==> src/hdl/fill_seq_pkg.sv <==
package fill_seq_pkg;
    // symbol counts of the closing states
    localparam logic [11:0] FILL_MIN = 12'h0080;  // least fill length, symbols
    localparam logic [11:0] FILL_MAX = 12'h0800;  // longest fill length, symbols
    localparam logic [3:0] MARK_LEN = 4'h0a;      // marker state length, symbols
    localparam logic [11:0] FILL_TARGET_RST = 12'h0080; // default planned fill length

    // sequencer states
    typedef enum logic [2:0] {
        ST_IDLE = 3'b000,   // before the fill state
        ST_FILL = 3'b001,   // remote final fill state
        ST_MARK = 3'b010,   // remote final marker state
        ST_DATA = 3'b011    // data mode
    } seq_state_t;

    // symbol kinds sent on the line
    typedef enum logic [1:0] {
        SYM_NONE = 2'b00,
        SYM_FILL = 2'b01,
        SYM_MARK = 2'b10,
        SYM_DATA = 2'b11
    } sym_kind_t;
endpackage : fill_seq_pkg

==> src/hdl/fill_sequencer.sv <==
`timescale 1ns/1ps
`default_nettype none
// Notes on behaviour
// - fill length follows central unit's entry
// - accept entering fill before or after central
// - early entry: fill until central enters
// - early: leave 128..2048 symbols after central
// - late entry: send 128..2048 fill symbols
// - fill leads to marker; edge marks timing
// - marker sends exactly ten marker symbols
// - after marker, enter data mode
// - four variants of parameter states supported
// - marker symbol is phase inverted fill
// - remote parameters lead straight to fill
module fill_sequencer
    import fill_seq_pkg::*;
(
    // clock and reset
    input wire logic mclk,
    input wire logic rst_b,
    // symbol timing from the modulator, one pulse per symbol period
    input wire logic sym_tick,
    // entry requests from earlier states (parameter message or filler end)
    input wire logic start_fill,
    // central unit seen entering its final fill state (line pin level)
    input wire logic central_fill_seen,
    // planned fill length counted from central entry, or from own entry when late, clamped to limits
    input wire logic [11:0] fill_target,
    // line symbol outputs
    output var sym_kind_t sym_kind,
    output logic sym_phase_inv,
    // status
    output logic in_fill,
    output logic in_mark,
    output logic data_mode,
    output logic mark_start
);
    // central detect comes from the receiver path, treat as asynchronous
    logic cfs_meta;  // first stage, read only by second
    logic cfs_sync;
    logic central_in;  // latched: central has entered
    seq_state_t state;
    logic [3:0] mark_cnt;
    logic [11:0] since_central;
    logic [11:0] own_fill;
    logic [11:0] goal;
    logic entered_early;  // fill was entered before central was seen

    // two flop synchroniser
    always_ff @(posedge mclk) begin
        if (!rst_b) begin
            cfs_meta <= 1'b0;
            cfs_sync <= 1'b0;
        end else begin
            cfs_meta <= central_fill_seen;
            cfs_sync <= cfs_meta;
        end
    end

    // remember central entry; it never leaves again before data mode
    always_ff @(posedge mclk) begin
        if (!rst_b) begin
            central_in <= 1'b0;
        end else if (cfs_sync) begin
            central_in <= 1'b1;
        end
    end

    // note which side entered first; only the early case is bounded by the
    // count from central entry, the late case is bounded by our own count
    always_ff @(posedge mclk) begin
        if (!rst_b) begin
            entered_early <= 1'b0;
        end else if (state == ST_IDLE && start_fill) begin
            entered_early <= !central_in;
        end
    end

    // symbols since central entered its fill state
    sym_counter u_central_cnt (
        .mclk(mclk),
        .rst_b(rst_b),
        .clear(1'b0),
        .run(central_in),
        .sym_tick(sym_tick),
        .count(since_central)
    );

    // fill symbols we sent ourselves
    sym_counter u_own_cnt (
        .mclk(mclk),
        .rst_b(rst_b),
        .clear(state != ST_FILL),
        .run(1'b1),
        .sym_tick(sym_tick),
        .count(own_fill)
    );

    // clamp the requested length into the legal window
    always_comb begin
        if (fill_target < FILL_MIN) begin
            goal = FILL_MIN;
        end else if (fill_target > FILL_MAX) begin
            goal = FILL_MAX;
        end else begin
            goal = fill_target;
        end
    end

    // main sequence
    always_ff @(posedge mclk) begin
        if (!rst_b) begin
            state <= ST_IDLE;
            mark_cnt <= 4'h0;
            mark_start <= 1'b0;
        end else begin
            mark_start <= 1'b0;
            case (state)
                ST_IDLE: begin
                    // entry is taken whether central is in or not
                    if (start_fill) begin
                        state <= ST_FILL;
                    end
                end
                ST_FILL: begin
                    // both counts must reach the goal: early entry waits on central, late on own
                    if (sym_tick && central_in && since_central >= goal - 12'h001
                        && own_fill >= goal - 12'h001) begin
                        state <= ST_MARK;
                        mark_cnt <= 4'h0;
                        mark_start <= 1'b1;
                    end
                end
                ST_MARK: begin
                    if (sym_tick) begin
                        if (mark_cnt == MARK_LEN - 4'h1) begin
                            state <= ST_DATA;
                        end else begin
                            mark_cnt <= mark_cnt + 4'h1;
                        end
                    end
                end
                ST_DATA: begin
                    state <= ST_DATA;
                end
                default: begin
                    state <= ST_IDLE;
                end
            endcase
        end
    end

    // registered outputs follow the state
    always_ff @(posedge mclk) begin
        if (!rst_b) begin
            sym_kind <= SYM_NONE;
            sym_phase_inv <= 1'b0;
            in_fill <= 1'b0;
            in_mark <= 1'b0;
            data_mode <= 1'b0;
        end else begin
            in_fill <= (state == ST_FILL);
            in_mark <= (state == ST_MARK);
            data_mode <= (state == ST_DATA);
            sym_phase_inv <= (state == ST_MARK);
            case (state)
                ST_FILL: sym_kind <= SYM_FILL;
                ST_MARK: sym_kind <= SYM_MARK;
                ST_DATA: sym_kind <= SYM_DATA;
                default: sym_kind <= SYM_NONE;
            endcase
        end
    end
endmodule : fill_sequencer
`default_nettype wire

==> src/hdl/sym_counter.sv <==
`timescale 1ns/1ps
`default_nettype none
// counts symbol periods while run is high since the last clear, saturating at the top
module sym_counter
    import fill_seq_pkg::*;
(
    // clock and reset
    input wire logic mclk,
    input wire logic rst_b,
    // control
    input wire logic clear,
    input wire logic run,
    input wire logic sym_tick,
    // count
    output logic [11:0] count
);
    // saturate so a late stop never wraps back under the minimum
    always_ff @(posedge mclk) begin
        if (!rst_b || clear) begin
            count <= 12'h0000;
        end else if (run && sym_tick && count != 12'hfff) begin
            count <= count + 12'h001;
        end
    end
endmodule : sym_counter
`default_nettype wire

==> config.mk <==
export PLATFORM = sky130hd
export DESIGN_NAME = fill_sequencer
export DESIGN_NICKNAME = d
export VERILOG_FILES = /design/src/hdl/fill_seq_pkg.sv /design/src/hdl/fill_sequencer.sv /design/src/hdl/sym_counter.sv
export SDC_FILE = /design/constraint.sdc
export NUM_CORES = 1
export LEC_CHECK = 0
export BUFFER_PORTS_ARGS = -buffer_cell sky130_fd_sc_hd__buf_2
export CORE_UTILIZATION = 40
export CTS_BUF_LIST = sky130_fd_sc_hd__clkbuf_4
export DETAILED_ROUTE_END_ITERATION = 12
export PLACE_DENSITY = 0.57
export RECOVER_POWER = 25
export SLEW_MARGIN = 20
export SYNTH_ARGS = -nofsm -noshare
export SYNTH_HDL_FRONTEND = slang
export SYNTH_HIERARCHICAL = 1
export SYNTH_SLANG_ARGS = --single-unit
==> constraint.sdc <==
create_clock -name mclk -period 6.2 [get_ports mclk]
set_clock_uncertainty 0.1 [all_clocks]
set_input_delay 1.24 -clock mclk [delete_from_list [all_inputs] [get_ports mclk]]
set_output_delay 1.24 -clock mclk [all_outputs]
set_load 0.02 [all_outputs]
=== Yosys cells after proc, flatten, opt, wreduce, memory -nomap -nowiden ===
Index checks and enable logic that the tools add are counted.
W data, S select, Z words.

* Bits in registers: 40
* Output and inout port bits: 7

* Add/sub/neg operators: 4
* Magnitude comparators: 4
* Equal/unequal tests: 12
* Multiplexer cells: 13
* Reduce and logical (&&, ||, !) cells: 12

{| class="wikitable"
|+ Operators by type and width
! operator !! number
|-
| $add A12 B1 Y12 const B || 2
|-
| $ge A12 B12 Y1 || 2
|-
| $mux W12 || 2
|-
| $ne A12 B12 Y1 const B || 2
|-
| $gt A12 B12 Y1 const B || 1
|-
| $lt A12 B8 Y1 const B || 1
|-
| $mux W3 || 4
|-
| $mux W4 || 3
|-
| $pmux W3 S4 || 1
|-
| $sub A12 B1 Y12 const B || 1
|-
| $ne A2 B2 Y1 const B || 5
|-
| $pmux W4 S2 || 1
|-
| $reduce_and A4 Y1 || 2
|-
| $eq A3 B2 Y1 const B || 2
|-
| $pmux W2 S3 || 1
|-
| $logic_and A1 B1 Y1 || 5
|-
| $add A4 B1 Y4 const B || 1
|-
| $eq A4 B4 Y1 const B || 1
|-
| $eq A3 B1 Y1 const B || 1
|-
| $logic_not A3 Y1 || 1
|-
| $ne A3 B1 Y1 const B || 1
|-
| $reduce_and A2 Y1 || 1
|-
| $reduce_bool A2 Y1 || 1
|-
| $logic_not A1 Y1 || 1
|-
| 2 further kinds || 2
|}

=== Longest topological paths before layout ===
Gate-level depths: netlist (run 1).

* Depth in word-level cells: 9
* Gate-level depth with buffers: 15

=== Hierarchy ===
Netlist (run 1), hierarchy kept.

{| class="wikitable"
|+ By module, submodules not included
! module !! instances !! cells each !! area an instance (sq um) !! sequential area each (sq um)
|-
| fill_sequencer || 1 || 154 || 1,327.5 || 300.3
|-
| sym_counter || 2 || 74 || 625.6 || 240.2
|}

=== Least setup slack after synthesis (run 1) ===
OpenSTA, ideal clock, no wires.

* Path kind: in2reg
* Start point: in fill_target[8]
* End point: reg state[0]
* Library setup time: 118 ps
* Arrival: 4,121 ps
* Slack: 1,862 ps
* Stages: 13
* Buffers on the path: 0
* Path through: nor4_1 nor2_1 nand2_1 ha_1 inv_1 o32a_1 ha_1 o211ai_1 nor4_1 o21ai_1 a21boi_1 o2111ai_2 o2111a_1

* Cells in the longest elaborated chain, start to end: 9
* Elaborated cells between the ends (all ways): 11

{| class="wikitable"
|+ RTL lines
! item !! RTL line !! text
|-
| start, declared || fill_sequencer.sv:28 || <nowiki>input wire logic [11:0] fill_target,</nowiki>
|-
| $gt A12 B12 Y1 || fill_sequencer.sv:103 || <nowiki>end else if (fill_target > FILL_MAX) begin</nowiki>
|-
| $mux W12 || fill_sequencer.sv:103 ||
|-
| $mux W12 * || fill_sequencer.sv:101 || <nowiki>if (fill_target < FILL_MIN) begin</nowiki>
|-
| $sub A12 B1 Y12 * || fill_sequencer.sv:127, fill_sequencer.sv:128 ||
|-
| $ge A12 B12 Y1 || fill_sequencer.sv:127 || <nowiki>if (sym_tick && central_in && since_central >= goal - 12'h001</nowiki>
|-
| $logic_and A1 B1 Y1 || fill_sequencer.sv:127 ||
|-
| $logic_and A1 B1 Y1 * || fill_sequencer.sv:128 || <nowiki>&& own_fill >= goal - 12'h001) begin</nowiki>
|-
| $ne A2 B2 Y1 (no line) * || - ||
|-
| $reduce_and A4 Y1 (no line) * || - ||
|-
| end signal, assigned || fill_sequencer.sv:122 || <nowiki>state <= ST_FILL;</nowiki>
|-
| end signal, assigned || fill_sequencer.sv:129 || <nowiki>state <= ST_MARK;</nowiki>
|-
| end signal, assigned || fill_sequencer.sv:137 || <nowiki>state <= ST_DATA;</nowiki>
|-
| end, declared || fill_sequencer.sv:42 || <nowiki>seq_state_t state;</nowiki>
|}

Mark *: on every way between the ends. The rest lies on a longest branch, timed or not.
A chain may end at the register's enable or synchronous reset.

=== Final worst setup path (run 1) ===
* Start point: in fill_target[7]
* End point: reg state[0]

Same word-level chain as after synthesis.

==> impl_metrics.ini, run 1 <==
[synthesis]
synth_edf_count = 0
ys_seq_elements = 39
synth_top_area_share_pct = 30.3
async_flop_share_pct = 0
ys_types = 55
synthTopCellsByArea = dfxtp_1, ha_1, nand2_1
synth_warnings = 6
syn-cell-area_sq_um = 2580
synth_cells = 302
syn_area_per_cell_sq_um = 8.54
synth_top_area_cell = dfxtp_1
synth_flop_cell = dfxtp_1
synth.yosys.seq_area_share_pct = 30.3

[floorplanning]
die_h_um = 82.3
ios = 24
core_area_sq_um = 6060
die_w_um = 82.3
die_area_sq_um = 6770
start_util_pct = 42.5
placementRows = 28

[timing]
setup_viol = 0
worst_pin_slew_ns = 0.793
period_share_pct = 75.1
slew_headroom_pct = 45.7
fmax_mhz = 215
fin_crit_ns = 4.66
rsz0062_at_grt = false
final_max_slew_viol_count = 0
fin_tns_setup_ns = 0
hold_violations = 0

[placement]
hpwl_um = 4550
globalplace.congestion = 0.829
portBuffers = 23

[setup_path]
crit_fanout = 7
crit_path_end_kind = flip-flop
crit_type = input port to flip-flop
required_ns = 6.35
crit_path_start_kind = input port
cp.arrival_ns = 4.80

[routing]
wl_per_cell_um = 14.3
vias = 2340
drc = 0
wirelength_um = 5880
vias_per_cell = 5.71
ant_nets = 0
drt-initial-drc-count = 99
first_pass_iters = 4

[clock_tree]
postCtsSetupBuffers = 0
cts_tree = yes
clock_latency_ns = 0.35
cts_hold_buf = 0
numCtsBuffers = 5
clkSinkCount = 39
root_buffer = clkbuf_4
cts_resized = 0
cts.clk_slew.worst_paths_ns = 0.13
cts_buffer_depth = 2
h-tree-depth = 2

[power]
ir_drop_v = 0.000103
p_per_area_nw_per_um2 = 155
power.leakage_nw = 1.17

[job]
max-cap-violations = 0

[global_route]
overflow = 0
grt_start_max_net_pins = 17
track_usage_pct = 18.7
grt_pass1_wl_um = 9760
grt_pass1_vias = 2074
antenna_found_initial = 0

[run_status]
status = finished clean

[finish]
layout-drive-gt1-share_pct = 12.2
antenna_cells = 0
area_delta_synth_final_pct = 10.3
final_util_pct = 46.9
nets = 378

[min_path]
hp-class = flip-flop to flip-flop
-- cell usage in the layout, fill, tap and decap left out, types with 4 or more instances in the layout --
cell       synthesis  routed
dfxtp_1           39      39
nand2b_1           6       6
inv_1              9       9
a2111oi_0          4       4
nand2_1           28      28
o211ai_1           4       4
nand3_1           19      19
a21o_1             4       4
clkbuf_4           0       5
o21ai_0           11      11
nor2_1            20      20
conb_1             2       9
a31oi_1            8       8
nand4_1            5       5
a21oi_1           15      15
o211a_1            5       5
xnor2_1            8       8
nor3_1            13      13
and3_1             4       4
nor4_1             5       5
buf_2              1      22
and4_1             6       6
ha_1              27      27
-- power by group --
group          switching [W]  internal [W]
Sequential        0.00000216      0.000253
Clock              0.0000909     0.0000439
Combinational      0.0000318     0.0000205
-- metal layers --
| layer | GRT usage [%] | vias to the layer above | routed length [um] |
|---|---|---|---|
| li1 | - | 1216 | - |
| met1 | 25.8 | 1071 | 3060 |
| met2 | 30.2 | 49 | 2540 |
| met3 | 2.97 | 4 | 230 |
| met4 | 4.91 | 0 | 48 |
| met5 | 0 | - | 0 |
-- sequential cells by signal, summed over array words and instances, names as in the netlist, 2 cells and up --
signal               cells
state                    2
u_central_cnt/count     12
sym_kind                 2
mark_cnt                 4
u_own_cnt/count         12
-- worst paths after layout --
check / to / cells after the start / slack [ns] / startpoint
worst max-delay path: state[0] / 14 / 1.54 / fill_target[7]
worst min-delay path: cfs_sync / 1 / 0.34 / cfs_meta
worst max register to register: mark_cnt[0] / 9 / 3.69 / u_own_cnt/count[0]
worst min register to register: cfs_sync / 1 / 0.34 / cfs_meta
-- Yosys cell counts (all sizes together) (2+ instances only) --
cell type,n
a2111oi,4
inv,9
ha,27
nand3,19
and3,6
a21boi,2
a21oi,15
nor4b,2
buf,4
xor2,2
o21a,3
xnor2,8
o311ai,2
or4,2
nor2,20
nand2,28
nor4,6
nand2b,6
o211ai,4
nand4,5
conb,2
a31oi,8
o21ai,14
a211oi,3
o211a,5
mux2i,3
a41oi,2
dfxtp,39
nor2b,3
nand3b,3
o31ai,3
and4,10
nor3,13
and2,2
a21o,4
or3,4
-- critical path, stage by stage --
cell       delay, ns
buf_2           0.13
nor4_1          0.69
nor2_1          0.24
nand2_1         0.18
ha_1            0.31
inv_1           0.14
o32a_1          0.21
ha_1            0.30
o211ai_1        0.10
nor4_1          0.43
o21ai_1         0.11
a21boi_1        0.18
o2111ai_2       0.24
o2111a_1        0.30
-- area by class of cell --
class                   instances  area (sq um)
repair buffers                 23           114
fillers                       603          3220
inverters                       9          33.8
well taps                      75          93.8
multi-input cells             256          1770
clock inverters                 3          17.5
clock buffers                   5          37.5
flip-flops and latches         39           781
-- cells by family (layout without fill, tap and decap cells) --
family | after synthesis | after routing | synth area share [%]
and+or+nand+nor | 130 | 130 | 28.2
xor gates and xnor gates | 10 | 10 | 3.40
buffers and inverters | 14 | 40 | 2.23
other | 2 | 9 | 0.291
AOI/OAI and AO/OA | 76 | 76 | 20.9
adders and majority gates | 27 | 27 | 13.1
muxes | 4 | 4 | 1.60
DFF | 39 | 39 | 30.3
-- stage by stage --
step                area (sq um)  setup WS [ns]  total power (W)  hold WS [ns]  std cells
floorplan                   2610           1.86         0.000294         0.305        309
CTS                         2850           1.58         0.000450         0.352        410
global route                2840           1.12         0.000467         0.378        410
finish                      2840           1.54         0.000442         0.340        410
global placement            2790           1.34         0.000313         0.312        402
detailed placement          2790           1.20         0.000313         0.317        402
(Power assumes the default switching activity.)
==> inputs of run 2 (changes only) <==
- PLACE_DENSITY: 0.57 -> 0.6
- clock period: 6.2 -> 3.9 ns (I/O delays scaled with it)
==> run 2 against run 1 <==
Compared with the run above: register-to-register slack got worse by 2.2 ns; sequential cell count unchanged; setup slack got worse by 1.1 ns; worst hold slack improved by 0.0033 ns; final cell count increased by 4.1%; clock power increased by 61%; count of clock-buffer cells in the layout unchanged; largest cell class unchanged; highest routed layer unchanged.
==> impl_metrics.ini, run 2 (same netlist as run 1, synthesis figures left out) <==
[run_status]
status = finished clean

[finish]
multi_input_area_sq_um = 1770
final-seq-area_sq_um = 781
layoutNonFillerInstCount = 427
area_delta_synth_final_pct = 15.5
layout-drive-gt1-share_pct = 16.8
antenna_cells = 0
mostFrequentLayoutCells = dfxtp_1, nand2_1, ha_1, buf_2, nor2_1
layout_commonest_cell = dfxtp_1
stdcell_area_sq_um = 2980
n_fill_cell = 597
nets = 395
top_regs = u_central_cnt/count x12, u_own_cnt/count x12, mark_cnt x4

[timing]
finalHoldWorstSlack_ns = 0.344
setup_viol = 0
final_max_slew_viol_count = 0
fin_crit_ns = 3.49
period_share_pct = 89.5
rsz0062_at_grt = false
fin_tns_setup_ns = 0
hold_violations = 0
fmax_mhz = 287
worst_pin_slew_ns = 0.600
slew_headroom_pct = 60.0

[setup_path]
cpPeakStageDelay_ns = 0.35
cp.buffers_inverters = 4
crit_type = input port to flip-flop
crit_fanout = 7
cp_top_family = simple AND/OR/NAND/NOR gates
crit_path_end_kind = flip-flop
required_ns = 4.04
slowest_stage = mux2_1
cp.arrival_ns = 3.63
crit_path_start_kind = input port
cp_cell_sequence = buf_2, nor4_1, buf_4, a21oi_1, nor4_1, mux2_1, nor2_1, buf_4, ha_1, o211ai_1, nor4_1, o221ai_1, nand2_1, o2111ai_2, buf_4, o2111a_1

[routing]
wirelength_um = 5870
drc = 0
vias = 2409
vias_per_cell = 5.64
first_pass_iters = 4
ant_nets = 0
wl_per_cell_um = 13.7
drt-initial-drc-count = 104

[power]
p_per_area_nw_per_um2 = 243
power.leakage_nw = 1.25
ir_drop_v = 0.000199

[clock_tree]
cts_hold_buf = 0
cts.clk_slew.worst_paths_ns = 0.14
root_buffer = clkbuf_4
cts_tree = yes
clock_latency_ns = 0.35
cts_buffer_depth = 2
cts_resized = 0
clkSinkCount = 39
numCtsBuffers = 5
postCtsSetupBuffers = 0
h-tree-depth = 2

[global_route]
track_usage_pct = 18.8
grt_start_max_net_pins = 17
grt_pass1_wl_um = 9690
grt_pass1_vias = 2106
antenna_found_initial = 0
overflow = 0

[placement]
globalplace.congestion = 0.891
hpwl_um = 4510
placed_cells = 419
placed_cell_area_sq_um = 2920
portBuffers = 23

[floorplanning]
die_h_um = 82.3
ios = 24
start_util_pct = 42.5
die_w_um = 82.3
die_area_sq_um = 6770
core_area_sq_um = 6060
placementRows = 28

[min_path]
hp-class = flip-flop to flip-flop

[job]
max-cap-violations = 0
-- run 2: changes by cell type in the layout (fill, tap and decap cells not counted) --
cell / before / now
clkinv_1: 1 / 0
clkinv_4: 0 / 2
inv_6: 1 / 0
clkinv_2: 1 / 0
buf_4: 0 / 17
clkinvlp_4: 0 / 1
-- run 2: per-layer routing --
layer | track usage [%] | routed length, um | vias to the layer above | part of all wire, %
met3 | 3.52 | 314 | 5 | 5.3
met1 | 25.9 | 2900 | 1089 | 49
li1 | - | - | 1249 | -
met5 | 0 | 0 | - | 0
met4 | 5.26 | 48 | 0 | 0.82
met2 | 29.8 | 2610 | 66 | 44
-- run 2: where the power goes --
| part | internal (W) | switching (W) | leakage, nW |
|---|---|---|---|
| sequential | 0.000402 | 0.00000347 | 0.315 |
| clock | 0.0000723 | 0.000146 | 0.0314 |
| combinational | 0.0000456 | 0.0000552 | 0.903 |
-- run 2: final timing paths --
check	start	end	slack (ns)	cells past startpoint
min	cfs_sync	central_in	0.34	1
max	fill_target[8]	state[0]	0.41	16
max reg2reg	u_own_cnt/count[0]	state[0]	1.47	10
min reg2reg	cfs_sync	central_in	0.34	1
-- run 2: cell type report --
class                           instances  share of cell area [%]
Multi-Input combinational cell        256                    59.3
Sequential cell                        39                    26.2
Timing Repair Buffer                   40                    8.11
Tap cell                               75                    3.15
Clock buffer                            5                    1.26
Inverter                                9                    1.13
Clock inverter                          3                   0.840
-- run 2: per-stage QoR --
step / utilization, % / worst slack [ns] / total power [W]
CTS: 49.2 / 0.409 / 0.000736
global route: 49.2 / 0.220 / 0.000765
global placement: 48.1 / 0.0958 / 0.000514
detailed placement: 48.1 / 0.0411 / 0.000514
finish: 49.2 / 0.410 / 0.000725
floorplan: - / 0.0217 / 0.000468
==> inputs of run 3 (changes only) <==
- CELL_PAD_IN_SITES_DETAIL_PLACEMENT: unset -> 0
- CELL_PAD_IN_SITES_GLOBAL_PLACEMENT: unset -> 1
- PLACE_DENSITY: 0.6 -> 0.75
==> run 3 against run 2 <==
Compared with the run above: wire length grew 1.9%; first-iteration DRC count grew 39%; count of clock-buffer cells in the layout is the same; non-clock buffer count shrank 7; design area shrank 2.2%; setup slack lost 0.059 ns; die area is the same; sequential cell count is the same; final cell count shrank 1.9%; sequential power is essentially flat; register-to-register slack lost 0.08 ns; combinational power shrank 7%; critical endpoint unchanged.
==> impl_metrics.ini, run 3 (same netlist as run 1, synthesis figures left out) <==
[floorplanning]
die_area_sq_um = 6770
ios = 24
placementRows = 28
die_h_um = 82.3
start_util_pct = 42.5
die_w_um = 82.3
core_area_sq_um = 6060

[finish]
layout_commonest_cell = dfxtp_1
area_delta_synth_final_pct = 13.0
multi_input_area_sq_um = 1770
antenna_cells = 0
nets = 388
mostFrequentLayoutCells = dfxtp_1, nand2_1, ha_1, buf_2, nor2_1
n_fill_cell = 614
stdcell_area_sq_um = 2910
final-seq-area_sq_um = 781
final_util_pct = 48.1
layout-drive-gt1-share_pct = 14.5
top_regs = u_central_cnt/count x12, u_own_cnt/count x12, mark_cnt x4

[global_route]
track_usage_pct = 19.4
grt_pass1_wl_um = 10100
overflow = 0
met3_usage_pct = 3.41
antenna_found_initial = 0
grt_pass1_vias = 2168
grt_busiest_layer = met2
met1_usage_pct = 25.9
grtUsageMet2_pct = 31.4
grt_start_max_net_pins = 17

[clock_tree]
cts_tree = yes
h-tree-depth = 2
cts_buffer_depth = 2
clkSinkCount = 39
cts_resized = 0
numCtsBuffers = 5
root_buffer = clkbuf_4
cts.clk_slew.worst_paths_ns = 0.12
postCtsSetupBuffers = 0
clock_latency_ns = 0.34
cts_hold_buf = 0

[power]
power.leakage_nw = 1.21
ir_drop_v = 0.000167
p_total_w = 0.000701
p_per_area_nw_per_um2 = 240

[min_path]
hold_start = cfs_sync
holdPathEnd = central_in
hold_depth = 1
hp-class = flip-flop to flip-flop

[setup_path]
worst_r2r_startpoint = u_own_cnt/count[0]
rrSetupSlack_ns = 1.39
crit_path_end_kind = flip-flop
slowest_stage = o2111ai_2
crit_fanout = 7
cp_cell_sequence = buf_2, nor4_1, nor2_1, nand2_1, ha_1, inv_1, o32a_1, ha_1, a21o_1, a21oi_1, o21ai_0, o31ai_1, a21boi_1, o2111ai_2, o2111a_1
required_ns = 4.09
crit_type = input port to flip-flop
cp_top_family = compound AO/OA/AOI/OAI gates
cp.buffers_inverters = 2
reg2reg_depth = 9
crit_path_start_kind = input port
path_common_cell = ha_1
r2r_end = state[0]
cpPeakStageDelay_ns = 0.36
cp.arrival_ns = 3.74

[placement]
placed_cell_area_sq_um = 2870
globalplace.congestion = 0.858
portBuffers = 23
hpwl_um = 4610

[routing]
vias_per_cell = 5.69
wirelength_um = 5980
vias = 2385
ant_nets = 0
first_pass_iters = 4
drc = 0
wl_per_cell_um = 14.3
drt-initial-drc-count = 145

[timing]
setup_viol = 0
worst_pin_slew_ns = 0.603
fin_crit_ns = 3.55
final_max_slew_viol_count = 0
period_share_pct = 91.0
hold_violations = 0
slew_headroom_pct = 59.8
rsz0062_at_grt = false
finalHoldWorstSlack_ns = 0.342
fmax_mhz = 282

[run_status]
status = finished clean

[job]
max-cap-violations = 0
==> run 3: cell count changes in the layout (fill, tap and decap cells not counted), sizes merged <==
cell | before | now
clkinv | 2 | 1
clkinvlp | 1 | 0
inv | 9 | 10
buf | 39 | 32
==> run 3: routing by layer <==
layer / part of all wire, % / up-vias / wire length (um)
met5: 0 / - / 0
met4: 1.1 / 0 / 65
met3: 4.9 / 6 / 293
met2: 45 / 61 / 2690
met1: 49 / 1087 / 2940
li1: - / 1231 / -
==> run 3: power by group <==
group	leakage (nW)	switching (W)	total (W)	internal, W
logic	0.870	0.0000539	0.0000943	0.0000403
clock network	0.0291	0.000134	0.000201	0.0000674
registers	0.315	0.00000338	0.000405	0.000402
total	1.21	0.000191	0.000701	0.000510
==> run 3: how the worst max path moves through the flow <==
stage                   startpoint       end  cells past startpoint
floorplan           fill_target[8]  state[0]                     13
global route        fill_target[8]  state[0]                     16
global placement    fill_target[8]  state[0]                     14
detailed placement  fill_target[8]  state[0]                     14
CTS                 fill_target[8]  state[0]                     15
finish              fill_target[8]  state[0]                     15
==> run 3: layout make-up <==
class	count	area share, %
clock buffers	5	1.29
clock inverters	2	0.429
inverters	9	1.16
multi-input cells	256	60.6
flip-flops and latches	39	26.8
well taps	75	3.22
repair buffers	33	6.48
==> run 3: worst reg2reg max path, stage by stage, from the launching register on <==
cell and delay (ns):
dfxtp_1 0.45, inv_1 0.08, ha_1 0.28, nand2b_1 0.14
a2111oi_0 0.40, nor4_1 0.13, o31ai_1 0.21, a21boi_1 0.10
o2111ai_2 0.36, o2111a_1 0.22
==> run 3: stage by stage <==
step           setup WS (ns)  cells   TNS, ns
3_5_place_dp        -0.00410    412  -0.00410
6_report               0.351    419         0
5_1_grt                0.118    419         0
2_1_floorplan         0.0217    309         0
4_1_cts                0.343    419         0
3_3_place_gp          0.0766    412         0
